==> config.mk <==
export PLATFORM = sky130hd
export DESIGN_NAME = asc_channel
export DESIGN_NICKNAME = d
export VERILOG_FILES = /design/src/rtl/asc_pkg.sv /design/src/rtl/asc_channel.sv /design/src/rtl/asc_rxq_mem.sv
export VERILOG_INCLUDE_DIRS = /design/src /design/src/rtl
export SDC_FILE = /design/constraint.sdc
export NUM_CORES = 1
export LEC_CHECK = 0
export ABC_AREA = 1
export BUFFER_PORTS_ARGS = -buffer_cell sky130_fd_sc_hd__buf_2
export CORE_MARGIN = 2
export CORE_UTILIZATION = 53
export DETAILED_ROUTE_END_ITERATION = 10
export GPL_TIMING_DRIVEN = 0
export PLACE_DENSITY = 0.73
export SETUP_SLACK_MARGIN = 0.5
export SYNTH_ARGS = -nofsm -noshare
export SYNTH_HDL_FRONTEND = slang
export SYNTH_HIERARCHICAL = 1
export SYNTH_SLANG_ARGS = --single-unit
==> constraint.sdc <==
create_clock -name clk -period 2.6 [get_ports clk]
set_input_delay 0.26 -clock clk [delete_from_list [all_inputs] [get_ports clk]]
set_output_delay 0.26 -clock clk [all_outputs]
set_load 0.005 [all_outputs]
==> src/rtl/asc_params.svh <==
// Register offsets, field positions, reset values and counts of the serial channel
`ifndef ASC_PARAMS_SVH
`define ASC_PARAMS_SVH

// Register byte offsets
`define ASC_OFF_CTRL 8'h00
`define ASC_OFF_DIV 8'h04
`define ASC_OFF_FLOW 8'h08
`define ASC_OFF_RXCFG 8'h0c
`define ASC_OFF_EVT 8'h10
`define ASC_OFF_EVEN 8'h14
`define ASC_OFF_STAT 8'h18
`define ASC_OFF_RXD 8'h1c
`define ASC_OFF_TXD 8'h20

// Control register fields
`define ASC_C_RXEN 0
`define ASC_C_OVS 1
`define ASC_C_CHL 3:2
`define ASC_C_PAREN 4
`define ASC_C_PARM 6:5
`define ASC_C_STOP2 7
`define ASC_C_DPS 8
`define ASC_C_RX_FIFO_DATA_FORMAT 9
`define ASC_C_TERMINATION_DETECT_ENABLE 10
`define ASC_C_DXS 11
`define ASC_C_INBAND_FLOW_ENABLE 12
`define ASC_C_SEND_BREAK_CMD 13
`define ASC_C_TOEN 14

// Reset values
`define ASC_CTRL_RST 15'h0002
`define ASC_DIV_RST 16'h0000
`define ASC_FLOW_RST 32'h00001311
`define ASC_RXCFG_RST 32'h00000100
`define ASC_NEVT 11

// Oversampling points within a bit
`define ASC_OS_S0 4'h7
`define ASC_OS_S1 4'h8
`define ASC_OS_DEC 4'h9
`define ASC_OS_LAST 4'hf

`endif

==> src/rtl/asc_pkg.sv <==
// Types and shared helpers of the serial channel
package asc_pkg;

    typedef enum logic [1:0] {PAR_EVEN, PAR_ODD, PAR_MARK, PAR_SPACE} asc_par_t;
    typedef enum logic [2:0] {RX_IDLE, RX_START, RX_DATA, RX_PAR, RX_STOP, RX_BRK} asc_rx_st_t;
    typedef enum logic [2:0] {TX_IDLE, TX_START, TX_DATA, TX_PAR, TX_STOP} asc_tx_st_t;

    // One receive queue entry
    typedef struct packed {
        logic pe;
        logic fe;
        logic par;
        logic [7:0] data;
    } asc_rxe_t;

    // Mask of the significant bits for a character length code
    function automatic logic [7:0] asc_len_mask(input logic [1:0] char_length_field);
        return 8'hff >> (2'd3 - char_length_field);
    endfunction : asc_len_mask

    // Parity bit for a character
    function automatic logic asc_par_bit(input logic [7:0] d, input logic [1:0] char_length_field, input asc_par_t m);
        logic p;
        p = ^(d & asc_len_mask(char_length_field));
        case (m)
            PAR_EVEN: return p;
            PAR_ODD: return ~p;
            PAR_MARK: return 1'b1;
            default: return 1'b0;
        endcase
    endfunction : asc_par_bit

    // Masked compare over the character length
    function automatic logic asc_match(input logic [7:0] d, input logic [7:0] v, input logic [7:0] m,
                                       input logic [1:0] char_length_field);
        return ((d ^ v) & ~m & asc_len_mask(char_length_field)) == 8'h00;
    endfunction : asc_match

endpackage : asc_pkg

==> src/rtl/asc_channel.sv <==
// Asynchronous serial channel: APB registers, receiver, transmitter, flow control
`timescale 1ns/1ns
`default_nettype none
// Contract
// - One start bit, one or two stops
// - Character length five to eight bits
// - Optional parity: even, odd, mark, space
// - Sixteen-times receive clock, resync each start
// - Three samples, majority, every bit
// - Isochronous: asynchronous format, single sample
// - Receive LSB first while receiver enabled
// - Check framing, parity; flag; optionally store
// - Parity storage can be disabled
// - Threshold, format, termination character control queue
// - Optional idle time-out after last character
// - All-sent event, then idle ones
// - Break command forces line low
// - Detect all-zero break, drop it, flag
// - Break holds until one, then flag
// - Compare flow characters over character length
// - Mask ones skip compare; masks reset zero
// - Flow character needs framing, match, parity
// - Discard bit drops flow characters
// - Flow events; pause stops, resume restarts
// - Flow enable resets zero, forces resumed
// - Transmit only with clear-to-send low, resumed
`include "asc_params.svh"

module asc_channel
    import asc_pkg::*;
#(
    parameter int DEPTH = 16,
    parameter int AW = 4
) (
    input wire logic clk,
    input wire logic nrst,
    input wire logic psel,
    input wire logic penable,
    input wire logic pwrite,
    input wire logic [7:0] paddr,
    input wire logic [31:0] pwdata,
    output logic [31:0] prdata,
    output logic pready,
    output logic pslverr,
    input wire logic rxd,
    input wire logic cts_n,
    output logic txd
);

    ////////////////////////////////////////////////////////////////////////////
    // Registers and decode
    logic [14:0] ctrl_q;
    logic [15:0] div_q;
    logic [31:0] flow_q;
    logic [31:0] rxcfg_q;
    logic [`ASC_NEVT-1:0] evt_q;
    logic [`ASC_NEVT-1:0] even_q;
    logic [`ASC_NEVT-1:0] evt_set;
    logic [31:0] rd_mux;
    logic rd_hit;
    logic acc;
    logic wr;
    logic rx_en, ovs, par_en, stop2, parity_storage_disable, rx_fifo_data_format, termination_detect_enable, discard_flow_chars, inband_flow_enable, send_break_cmd, to_en;
    logic [1:0] char_length_field;
    asc_par_t par_mode;

    assign rx_en = ctrl_q[`ASC_C_RXEN];
    assign ovs = ctrl_q[`ASC_C_OVS];
    assign char_length_field = ctrl_q[`ASC_C_CHL];
    assign par_en = ctrl_q[`ASC_C_PAREN];
    assign par_mode = asc_par_t'(ctrl_q[`ASC_C_PARM]);
    assign stop2 = ctrl_q[`ASC_C_STOP2];
    assign parity_storage_disable = ctrl_q[`ASC_C_DPS];
    assign rx_fifo_data_format = ctrl_q[`ASC_C_RX_FIFO_DATA_FORMAT];
    assign termination_detect_enable = ctrl_q[`ASC_C_TERMINATION_DETECT_ENABLE];
    assign discard_flow_chars = ctrl_q[`ASC_C_DXS];
    assign inband_flow_enable = ctrl_q[`ASC_C_INBAND_FLOW_ENABLE];
    assign send_break_cmd = ctrl_q[`ASC_C_SEND_BREAK_CMD];
    assign to_en = ctrl_q[`ASC_C_TOEN];
    assign acc = psel & penable & pready;
    assign wr = acc & pwrite;

    // Receive queue, transmitter and flow state
    logic [AW-1:0] q_wp_q, q_rp_q;
    logic [AW:0] q_cnt_q;
    logic q_wr, q_rd, q_full, q_empty;
    asc_rxe_t q_wdata, q_rdata;
    asc_tx_st_t tx_state_q;
    logic [7:0] hold_q;
    logic hold_v_q;
    logic paused_q;
    logic line_q;
    asc_rx_st_t rx_state_q;

    assign q_full = q_cnt_q == (AW+1)'(DEPTH);
    assign q_empty = q_cnt_q == '0;
    assign q_rd = acc & !pwrite & (paddr == `ASC_OFF_RXD) & !q_empty;

    // APB: one wait cycle, answer registered
    always_ff @(posedge clk) begin
        if (!nrst) begin
            pready <= 1'b0;
            pslverr <= 1'b0;
            prdata <= 32'h0000_0000;
        end else begin
            pready <= psel & penable & !pready;
            pslverr <= psel & penable & !pready & !rd_hit;
            if (psel && penable && !pready) begin
                prdata <= (pwrite || !rd_hit) ? 32'h0000_0000 : rd_mux;
            end
        end
    end

    // Read multiplexer and address decode
    always_comb begin
        rd_mux = 32'h0000_0000;
        rd_hit = 1'b1;
        case (paddr)
            `ASC_OFF_CTRL: rd_mux = {17'h0, ctrl_q};
            `ASC_OFF_DIV: rd_mux = {16'h0, div_q};
            `ASC_OFF_FLOW: rd_mux = flow_q;
            `ASC_OFF_RXCFG: rd_mux = rxcfg_q;
            `ASC_OFF_EVT: rd_mux = {21'h0, evt_q};
            `ASC_OFF_EVEN: rd_mux = {21'h0, even_q};
            `ASC_OFF_STAT: rd_mux = {16'h0, 8'(q_cnt_q), 4'h0, rx_state_q == RX_BRK,
                                     tx_state_q != TX_IDLE, hold_v_q, paused_q};
            `ASC_OFF_RXD: rd_mux = {!q_empty, 20'h0, q_rdata};
            `ASC_OFF_TXD: rd_mux = 32'h0000_0000;
            default: rd_hit = 1'b0;
        endcase
    end

    // Configuration registers; flow masks reset to zero
    always_ff @(posedge clk) begin
        if (!nrst) begin
            ctrl_q <= `ASC_CTRL_RST;
            div_q <= `ASC_DIV_RST;
            flow_q <= `ASC_FLOW_RST;
            rxcfg_q <= `ASC_RXCFG_RST;
            even_q <= '0;
        end else if (wr) begin
            case (paddr)
                `ASC_OFF_CTRL: ctrl_q <= pwdata[14:0];
                `ASC_OFF_DIV: div_q <= pwdata[15:0];
                `ASC_OFF_FLOW: flow_q <= pwdata;
                `ASC_OFF_RXCFG: rxcfg_q <= pwdata;
                `ASC_OFF_EVEN: even_q <= pwdata[`ASC_NEVT-1:0];
                default: ;
            endcase
        end
    end

    // Sticky events, write one to clear, set wins
    always_ff @(posedge clk) begin
        if (!nrst) begin
            evt_q <= '0;
        end else begin
            evt_q <= (evt_q & ~((wr && paddr == `ASC_OFF_EVT) ? pwdata[`ASC_NEVT-1:0] : '0)) | (evt_set & even_q);
        end
    end

    ////////////////////////////////////////////////////////////////////////////
    // Bit-clock enable
    logic [15:0] div_cnt_q;
    logic tick;

    assign tick = div_cnt_q == div_q;

    // Divider giving one tick per sixteenth bit or per bit
    always_ff @(posedge clk) begin
        if (!nrst || tick) begin
            div_cnt_q <= 16'h0000;
        end else begin
            div_cnt_q <= div_cnt_q + 16'h0001;
        end
    end

    ////////////////////////////////////////////////////////////////////////////
    // Receiver
    logic [3:0] os_cnt_q;
    logic [1:0] smp_q;
    logic [2:0] bit_idx_q;
    logic [7:0] shf_q;
    logic rpar_q, fe_q, allz_q, sidx_q;
    logic dec, bitv, last_data, last_stop, is_brk, fin;
    logic done_q;
    asc_rxe_t rxc_q;

    assign dec = tick & (!ovs | (os_cnt_q == `ASC_OS_DEC));
    assign bitv = ovs ? ((smp_q[1] & smp_q[0]) | (smp_q[1] & rxd) | (smp_q[0] & rxd)) : rxd;
    assign last_data = bit_idx_q == ({1'b0, char_length_field} + 3'd4);
    assign last_stop = !stop2 | sidx_q;
    assign is_brk = (shf_q == 8'h00) & !(par_en & rpar_q) & allz_q & !bitv;
    assign fin = (rx_state_q == RX_STOP) & dec & last_stop;

    // Oversample phase, restarted on each start edge
    always_ff @(posedge clk) begin
        if (!nrst) begin
            os_cnt_q <= 4'h0;
        end else if (tick) begin
            os_cnt_q <= (rx_state_q == RX_IDLE) ? {3'h0, !rxd} : os_cnt_q + 4'h1;
        end
    end

    // First two of three samples around bit centre
    always_ff @(posedge clk) begin
        if (!nrst) begin
            smp_q <= 2'b11;
        end else if (tick && (os_cnt_q == `ASC_OS_S0 || os_cnt_q == `ASC_OS_S1)) begin
            smp_q <= {smp_q[0], rxd};
        end
    end

    // Receive framing state machine
    always_ff @(posedge clk) begin
        if (!nrst) begin
            rx_state_q <= RX_IDLE;
            bit_idx_q <= 3'd0;
            shf_q <= 8'h00;
            rpar_q <= 1'b0;
            fe_q <= 1'b0;
            allz_q <= 1'b1;
            sidx_q <= 1'b0;
        end else begin
            case (rx_state_q)
                RX_IDLE: begin
                    if (tick && !rxd) begin
                        rx_state_q <= ovs ? RX_START : RX_DATA;
                        bit_idx_q <= 3'd0;
                        shf_q <= 8'h00;
                        rpar_q <= 1'b0;
                        fe_q <= 1'b0;
                        allz_q <= 1'b1;
                        sidx_q <= 1'b0;
                    end
                end
                RX_START: begin
                    if (dec) begin
                        rx_state_q <= bitv ? RX_IDLE : RX_DATA;
                    end
                end
                RX_DATA: begin
                    if (dec) begin
                        shf_q[bit_idx_q] <= bitv;
                        bit_idx_q <= bit_idx_q + 3'd1;
                        if (last_data) begin
                            rx_state_q <= par_en ? RX_PAR : RX_STOP;
                        end
                    end
                end
                RX_PAR: begin
                    if (dec) begin
                        rpar_q <= bitv;
                        rx_state_q <= RX_STOP;
                    end
                end
                RX_STOP: begin
                    if (dec) begin
                        fe_q <= fe_q | !bitv;
                        allz_q <= allz_q & !bitv;
                        sidx_q <= 1'b1;
                        if (last_stop) begin
                            rx_state_q <= is_brk ? RX_BRK : RX_IDLE;
                        end
                    end
                end
                RX_BRK: begin
                    if (tick && rxd) begin
                        rx_state_q <= RX_IDLE;
                    end
                end
                default: rx_state_q <= RX_IDLE;
            endcase
        end
    end

    // Completed character with its checks
    always_ff @(posedge clk) begin
        if (!nrst) begin
            done_q <= 1'b0;
            rxc_q <= '0;
        end else begin
            done_q <= fin & !is_brk;
            if (fin) begin
                rxc_q.data <= shf_q;
                rxc_q.par <= rpar_q;
                rxc_q.fe <= fe_q | !bitv;
                rxc_q.pe <= par_en & (rpar_q != asc_par_bit(shf_q, char_length_field, par_mode));
            end
        end
    end

    ////////////////////////////////////////////////////////////////////////////
    // Flow characters, queue fill and receive events
    logic flow_ok, is_res, is_pau, keep, thr_p, to_p, all_sent_irq_p;
    logic [15:0] to_cnt_q;
    logic to_arm_q;

    assign flow_ok = done_q & !rxc_q.fe & !rxc_q.pe;
    assign is_res = flow_ok & asc_match(rxc_q.data, flow_q[7:0], flow_q[23:16], char_length_field);
    assign is_pau = flow_ok & asc_match(rxc_q.data, flow_q[15:8], flow_q[31:24], char_length_field);
    assign keep = done_q & rx_en & !((is_res | is_pau) & discard_flow_chars);
    assign q_wr = keep & !q_full;
    assign thr_p = (rxcfg_q[11:8] != 4'h0) & (q_cnt_q >= (AW+1)'(rxcfg_q[11:8]));
    assign q_wdata = {rx_fifo_data_format & rxc_q.pe,
                      rx_fifo_data_format & rxc_q.fe,
                      !parity_storage_disable & par_en & rxc_q.par,
                      rxc_q.data & asc_len_mask(char_length_field)};
    assign evt_set = {keep & q_full,
                      done_q & termination_detect_enable & asc_match(rxc_q.data, rxcfg_q[7:0], 8'h00, char_length_field),
                      to_p, all_sent_irq_p, is_pau, is_res,
                      (rx_state_q == RX_BRK) & tick & rxd,
                      fin & is_brk,
                      done_q & rxc_q.pe, done_q & rxc_q.fe, thr_p};

    // Queue pointers and fill level
    always_ff @(posedge clk) begin
        if (!nrst) begin
            q_wp_q <= '0;
            q_rp_q <= '0;
            q_cnt_q <= '0;
        end else begin
            if (q_wr) begin
                q_wp_q <= q_wp_q + AW'(1);
            end
            if (q_rd) begin
                q_rp_q <= q_rp_q + AW'(1);
            end
            q_cnt_q <= q_cnt_q + (AW+1)'(q_wr) - (AW+1)'(q_rd);
        end
    end

    // Receive queue storage
    asc_rxq_mem #(.W($bits(asc_rxe_t)), .DEPTH(DEPTH), .AW(AW)) u_rxq (
        .clk(clk),
        .nrst(nrst),
        .we(q_wr),
        .waddr(q_wp_q),
        .wdata(q_wdata),
        .raddr(q_rp_q),
        .rdata(q_rdata)
    );

    assign to_p = to_en & to_arm_q & tick & (to_cnt_q == rxcfg_q[31:16]);

    // Idle time-out in ticks since the last character
    always_ff @(posedge clk) begin
        if (!nrst) begin
            to_cnt_q <= 16'h0000;
            to_arm_q <= 1'b0;
        end else if (done_q) begin
            to_cnt_q <= 16'h0000;
            to_arm_q <= 1'b1;
        end else if (to_p) begin
            to_arm_q <= 1'b0;
        end else if (tick && to_arm_q) begin
            to_cnt_q <= to_cnt_q + 16'h0001;
        end
    end

    // Pause and resume state of the transmitter
    always_ff @(posedge clk) begin
        if (!nrst || !inband_flow_enable) begin
            paused_q <= 1'b0;
        end else if (is_pau) begin
            paused_q <= 1'b1;
        end else if (is_res) begin
            paused_q <= 1'b0;
        end
    end

    ////////////////////////////////////////////////////////////////////////////
    // Transmitter
    logic [3:0] tx_sub_q;
    logic [7:0] tx_sh_q;
    logic [2:0] tx_idx_q;
    logic tx_par_q, tx_sidx_q;
    logic btick, can_go, tx_last_stop, take;

    assign btick = tick & (!ovs | (tx_sub_q == `ASC_OS_LAST));
    assign can_go = hold_v_q & !cts_n & !paused_q;
    assign tx_last_stop = !stop2 | tx_sidx_q;
    assign take = btick & can_go & ((tx_state_q == TX_IDLE) | ((tx_state_q == TX_STOP) & tx_last_stop));
    assign all_sent_irq_p = btick & (tx_state_q == TX_STOP) & tx_last_stop & !hold_v_q;

    // Transmit bit phase
    always_ff @(posedge clk) begin
        if (!nrst) begin
            tx_sub_q <= 4'h0;
        end else if (tick) begin
            tx_sub_q <= tx_sub_q + 4'h1;
        end
    end

    // Holding register fed by software
    always_ff @(posedge clk) begin
        if (!nrst) begin
            hold_q <= 8'h00;
            hold_v_q <= 1'b0;
        end else if (take) begin
            hold_v_q <= 1'b0;
        end else if (wr && paddr == `ASC_OFF_TXD && !hold_v_q) begin
            hold_q <= pwdata[7:0];
            hold_v_q <= 1'b1;
        end
    end

    // Transmit frame assembly
    always_ff @(posedge clk) begin
        if (!nrst) begin
            tx_state_q <= TX_IDLE;
            tx_sh_q <= 8'h00;
            tx_idx_q <= 3'd0;
            tx_par_q <= 1'b0;
            tx_sidx_q <= 1'b0;
            line_q <= 1'b1;
        end else if (take) begin
            tx_state_q <= TX_START;
            tx_sh_q <= hold_q;
            tx_par_q <= asc_par_bit(hold_q, char_length_field, par_mode);
            tx_idx_q <= 3'd0;
            line_q <= 1'b0;
        end else if (btick) begin
            case (tx_state_q)
                TX_START, TX_DATA: begin
                    if (tx_state_q == TX_DATA && tx_idx_q == ({1'b0, char_length_field} + 3'd4)) begin
                        tx_state_q <= par_en ? TX_PAR : TX_STOP;
                        tx_sidx_q <= 1'b0;
                        line_q <= par_en ? tx_par_q : 1'b1;
                    end else begin
                        tx_idx_q <= tx_idx_q + ((tx_state_q == TX_DATA) ? 3'd1 : 3'd0);
                        tx_state_q <= TX_DATA;
                        line_q <= tx_sh_q[0];
                        tx_sh_q <= tx_sh_q >> 1;
                    end
                end
                TX_PAR: begin
                    tx_state_q <= TX_STOP;
                    line_q <= 1'b1;
                end
                TX_STOP: begin
                    tx_sidx_q <= 1'b1;
                    if (tx_last_stop) begin
                        tx_state_q <= TX_IDLE;
                    end
                end
                TX_IDLE: line_q <= 1'b1;
                default: tx_state_q <= TX_IDLE;
            endcase
        end
    end

    // Line driver with break override
    always_ff @(posedge clk) begin
        if (!nrst) begin
            txd <= 1'b1;
        end else begin
            txd <= send_break_cmd ? 1'b0 : line_q;
        end
    end
endmodule : asc_channel

`default_nettype wire

==> src/rtl/asc_rxq_mem.sv <==
// Receive queue storage with registered read data
`timescale 1ns/1ns
`default_nettype none

module asc_rxq_mem #(
    parameter int W = 11,
    parameter int DEPTH = 16,
    parameter int AW = 4
) (
    input wire logic clk,
    input wire logic nrst,
    input wire logic we,
    input wire logic [AW-1:0] waddr,
    input wire logic [W-1:0] wdata,
    input wire logic [AW-1:0] raddr,
    output logic [W-1:0] rdata
);

    logic [W-1:0] mem [DEPTH];

    // Write port
    always_ff @(posedge clk) begin
        if (we) begin
            mem[waddr] <= wdata;
        end
    end

    // Registered read port
    always_ff @(posedge clk) begin
        if (!nrst) begin
            rdata <= '0;
        end else begin
            rdata <= mem[raddr];
        end
    end

endmodule : asc_rxq_mem

`default_nettype wire
==> qor.tcl <==
set qor(run_status) {finished with violations}
set qor(failed_checks) {negative setup slack}
set qor(dp_hpwl_mm) 51.4
set qor(grt_overflow_total) 0
set qor(ys.warnings.count) 6
set qor(report.power.total_w) 0.0150
set qor(avgRoutedWirePerCell_um) 21.4
set qor(min_delay_path_depth) 3
set qor(drt_pass_1_iters) 6
set qor(type_of_the_most_critical_hold_path) {primary input to flop}
set qor(globalplace.congestion) 0.995
set qor(ff_latch_area_sq_um) 10900
set qor(ys_async_sr_fraction_pct) 0
set qor(detailed_place.area_sq_um) 22100
set qor(clkSinkCount) 452
set qor(synth_cell_type_count) 49
set qor(min_period_ns) 2.71
set qor(cap_viol_max_count) 0
set qor(worst_path_largest_cell_delay_ns) 0.37
set qor(synth_commonest_cells) {sky130_fd_sc_hd__nand2_1 (649), sky130_fd_sc_hd__inv_1 (309), sky130_fd_sc_hd__dfxtp_1 (276)}
set qor(portBuffers) 81
set qor(detail_route.vias_per_cell) 5.78
set qor(power_leakage_nw) 10.3
set qor(cp-end-kind) {flop}
set qor(core_sq_um) 38700
set qor(worstPathRequired_ns) 3.03
set qor(critical_path.top_delay_family) {adder cells}
set qor(nets) 2947
set qor(grt_first_pass_wirelength_mm) 109
set qor(post-synth-top-count-cell) {sky130_fd_sc_hd__nand2_1}
set qor(grt_antenna_before_repair) 0
set qor(rr_endpoint) {q_cnt_q[2]$_SDFF_PN0_}
set qor(worstHoldEndpoint) {flow_q[21]$_SDFFE_PN0P_}
set qor(timing.critical_path.arrival_ns) 3.14
set qor(die_w_um) 202
set qor(synth_top_family_by_area) {simple AND/OR/NAND/NOR gates}
set qor(multi_input_comb_area_sq_um) 8950
set qor(flow.area_growth_from_synthesis_pct) 22.7
set qor(tightestPinTransition_ns) 1.01
set qor(synth_area_leaders) {sky130_fd_sc_hd__dfxtp_1 (26%), sky130_fd_sc_hd__edfxtp_1 (25%), sky130_fd_sc_hd__nand2_1 (12%), sky130_fd_sc_hd__inv_1 (5.6%), sky130_fd_sc_hd__a21oi_1 (5.5%)}
set qor(synth.area.mux_share_pct) 0
set qor(ir_drop_v) 0.000558
set qor(setup-violations-final) 2
set qor(yosysTopAreaCell) {sky130_fd_sc_hd__dfxtp_1}
set qor(r2r_cells) 18
set qor(synthesis.area_per_instance_sq_um) 7.93
set qor(final_wirelength_mm) 73.6
set qor(hold_viol_final) 0
set qor(slowest_stage) {sky130_fd_sc_hd__dfxtp_4}
set qor(finalCritPeriodShare_pct) 104
set qor(worstSkewPairLatency_ns) 0.59
set qor(reg2reg_slack_ns) -0.11
set qor(synthesized_area_fraction_occupied_by_adder_cells_pct) 1.47
set qor(complex_gate_fraction_of_the_synthesized_area_pct) 12.6
set qor(boundaryPins) 82
set qor(final_max_slew_viol_count) 0
set qor(synth_cells) 2631
set qor(die-area_sq_um) 41000
set qor(synth-xor-area-share_pct) 1.43
set qor(synth_area_sq_um) 20900
set qor(synth-main-ff-cell) {sky130_fd_sc_hd__dfxtp_1}
set qor(worst_path_setup_slack_after_routing_ns) -0.109
set qor(synth.net_count) 2702
set qor(synth.top_cell.area_share_pct) 26.5
set qor(cts.reportedPaths.clkPinSlew_ns) 0.06
set qor(synth_enable_flop_cells) 176
set qor(synth_sequential_area_ratio_pct) 51.8
set qor(cts_root_buffer) {sky130_fd_sc_hd__clkbuf_16}
set qor(groute.usage.overall_pct) 35.1
set qor(synth-seq-cells) 452
set qor(synth_simple_gate_area_share_pct) 24.3
set qor(tritoncts.num_buffers) 47
set qor(cts_max_path_buffers) 3
set qor(placementRows) 72
set qor(reg_to_reg_start) {ctrl_q[3]$_SDFFE_PN0P_}
set qor(timing.max_slew.rel_slack_pct) 32.6
set qor(drt-initial-drc-count) 2105
set qor(first_global_vias) 18502
set qor(vias) 19859
set qor(clock_tree_from_tritoncts) {done}
set qor(critical_path.cell_chain) {buf_12, nand2_8, clkinv_4, nand2_2, o21ai_2, nor2_1, nand3b_1, nand2_1, nand2_2, nand3_4, ha_4, inv_2, ha_4, fa_2, buf_6, buf_6, xnor2_2, nor2_1}
set qor(fmax_mhz) 369
set qor(layout.cell_area.non_filler_sq_um) 25600
set qor(power.density_cell_area_nw_per_um2) 586
set qor(maximum_number_of_pins_on_one_net_before_global_route_repair) 17
set qor(antenna_violating_nets_post_route) 0
set qor(htreeDepth) 2
set qor(num-fill-cells) 3189
set qor(launch_point_of_the_worst_hold_path) {pwdata[21]}
set qor(top_fanout_value_on_the_critical_path) 5
set qor(layout-drive-gt1-share_pct) 16.9
set qor(floorplan.initialDensity_pct) 53.9
set qor(crit_type) {flop to flop}
set qor(unrepaired_setup_endpoints_after_global_routing) {true}
set qor(setup.worst_path.start_class) {flop}
set qor(drcViolationCount) 0
set qor(die_height_um) 202
set qor(finalClockSkew_ns) 0.0248
set qor(cp.buffers_inverters) 5
[cells in the final DEF (no fill, tap or decap), types with 50 or more instances in the layout]
master and count:
sky130_fd_sc_hd__dfxtp_1 244, sky130_fd_sc_hd__nand3_1 207, sky130_fd_sc_hd__nand2_1 629, sky130_fd_sc_hd__clkbuf_1 56, sky130_fd_sc_hd__buf_4 58, sky130_fd_sc_hd__edfxtp_1 176, sky130_fd_sc_hd__nor2_1 167, sky130_fd_sc_hd__buf_2 106
sky130_fd_sc_hd__inv_1 288, sky130_fd_sc_hd__a21oi_1 216, sky130_fd_sc_hd__clkbuf_16 50, sky130_fd_sc_hd__o21ai_0 194
[worst min-delay path: stages]
cell	delay, ns
sky130_fd_sc_hd__buf_2	0.11
sky130_fd_sc_hd__o21ai_0	0.08
sky130_fd_sc_hd__a21oi_1	0.11
[cell families after synthesis]
family / after synthesis
and+or+nand+nor: 1188
AOI/OAI and AO/OA: 502
DFF: 452
buffers and inverters: 431
xor gates and xnor gates: 34
adders and majority gates: 24
[registers in the layout, indices dropped and copies added, names as in the netlist, 11 cells and up]
| signal | count |
|---|---|
| flow_q | 32 |
| rxc_q | 11 |
| u_rxq/rdata | 11 |
| evt_q | 11 |
| u_rxq/mem | 176 |
| even_q | 11 |
| div_cnt_q | 16 |
| rxcfg_q | 32 |
| to_cnt_q | 16 |
| div_q | 16 |
| ctrl_q | 15 |
| prdata | 32 |
[cell type report]
cell class                      instances  share of cell area, %
Buffer                                108                   2.35
Multi-Input combinational cell       1748                   34.9
Inverter                              323                   4.90
Antenna cell                            1                0.00977
Clock inverter                         19                  0.806
Timing Repair Buffer                  196                   6.55
Clock buffer                           68                   5.39
Tap cell                              518                   2.53
Sequential cell                       452                   42.5
[per-layer routing]
metal | vias up | part of all wire (%) | GRT usage, %
li1 | 9212 | - | -
met1 | 9340 | 39 | 44.9
met2 | 1051 | 46 | 57.3
met3 | 256 | 9.2 | 6.05
met4 | 0 | 5.7 | 18.0
met5 | - | 0 | 0
[power breakdown]
group | leakage, nW | switching (W) | total, W | internal (W)
Combinational | 5.38 | 0.000490 | 0.000694 | 0.000204
Sequential | 4.12 | 0.0000563 | 0.00739 | 0.00733
Clock | 0.785 | 0.00284 | 0.00693 | 0.00409
[per-stage QoR]
step / worst slack, ns / utilization [%] / hold slack [ns] / TNS (ns) / instances
final: -0.109 / 66.1 / 0.0250 / -0.183 / 3433
after global routing: -0.166 / 66.1 / 0.0460 / -0.330 / 3432
after CTS: -0.0228 / 63.5 / 0.00629 / -0.0228 / 3379
after detailed placement: -0.760 / 57.1 / 0.455 / -82.86 / 3231
after global placement: -0.675 / 57.0 / 0.439 / -75.93 / 3230
after floorplan: 0.186 / - / 0.386 / 0 / 2631
[what timing repair did]
item / CTS / global route
buffers inserted: 38 / 50
gates cloned: 1 / 3
endpoints found under the setup margin: 353 / 356
hold endpoints to repair: 32 / 0
pin swaps: 27 / 57
hold buffers: 22 / 0
resized for setup: 71 / 179
[worst max path at each step]
stage | startpoint | end | slack [ns] | cells past startpoint
after global placement | ctrl_q[2]$_SDFFE_PN0P_ | u_rxq/mem[6][7]$_DFFE_PP_ | -0.67 | 11
after CTS | ctrl_q[2]$_SDFFE_PN0P_ | q_cnt_q[4]$_SDFF_PN0_ | -0.02 | 17
after floorplan | ctrl_q[3]$_SDFFE_PN0P_ | q_cnt_q[4]$_SDFF_PN0_ | 0.19 | 19
final | ctrl_q[3]$_SDFFE_PN0P_ | q_cnt_q[2]$_SDFF_PN0_ | -0.11 | 18
after detailed placement | ctrl_q[2]$_SDFFE_PN0P_ | u_rxq/mem[6][0]$_DFFE_PP_ | -0.76 | 11
after global routing | ctrl_q[3]$_SDFFE_PN0P_ | q_cnt_q[4]$_SDFF_PN0_ | -0.17 | 19
(Power assumes the default switching activity.)
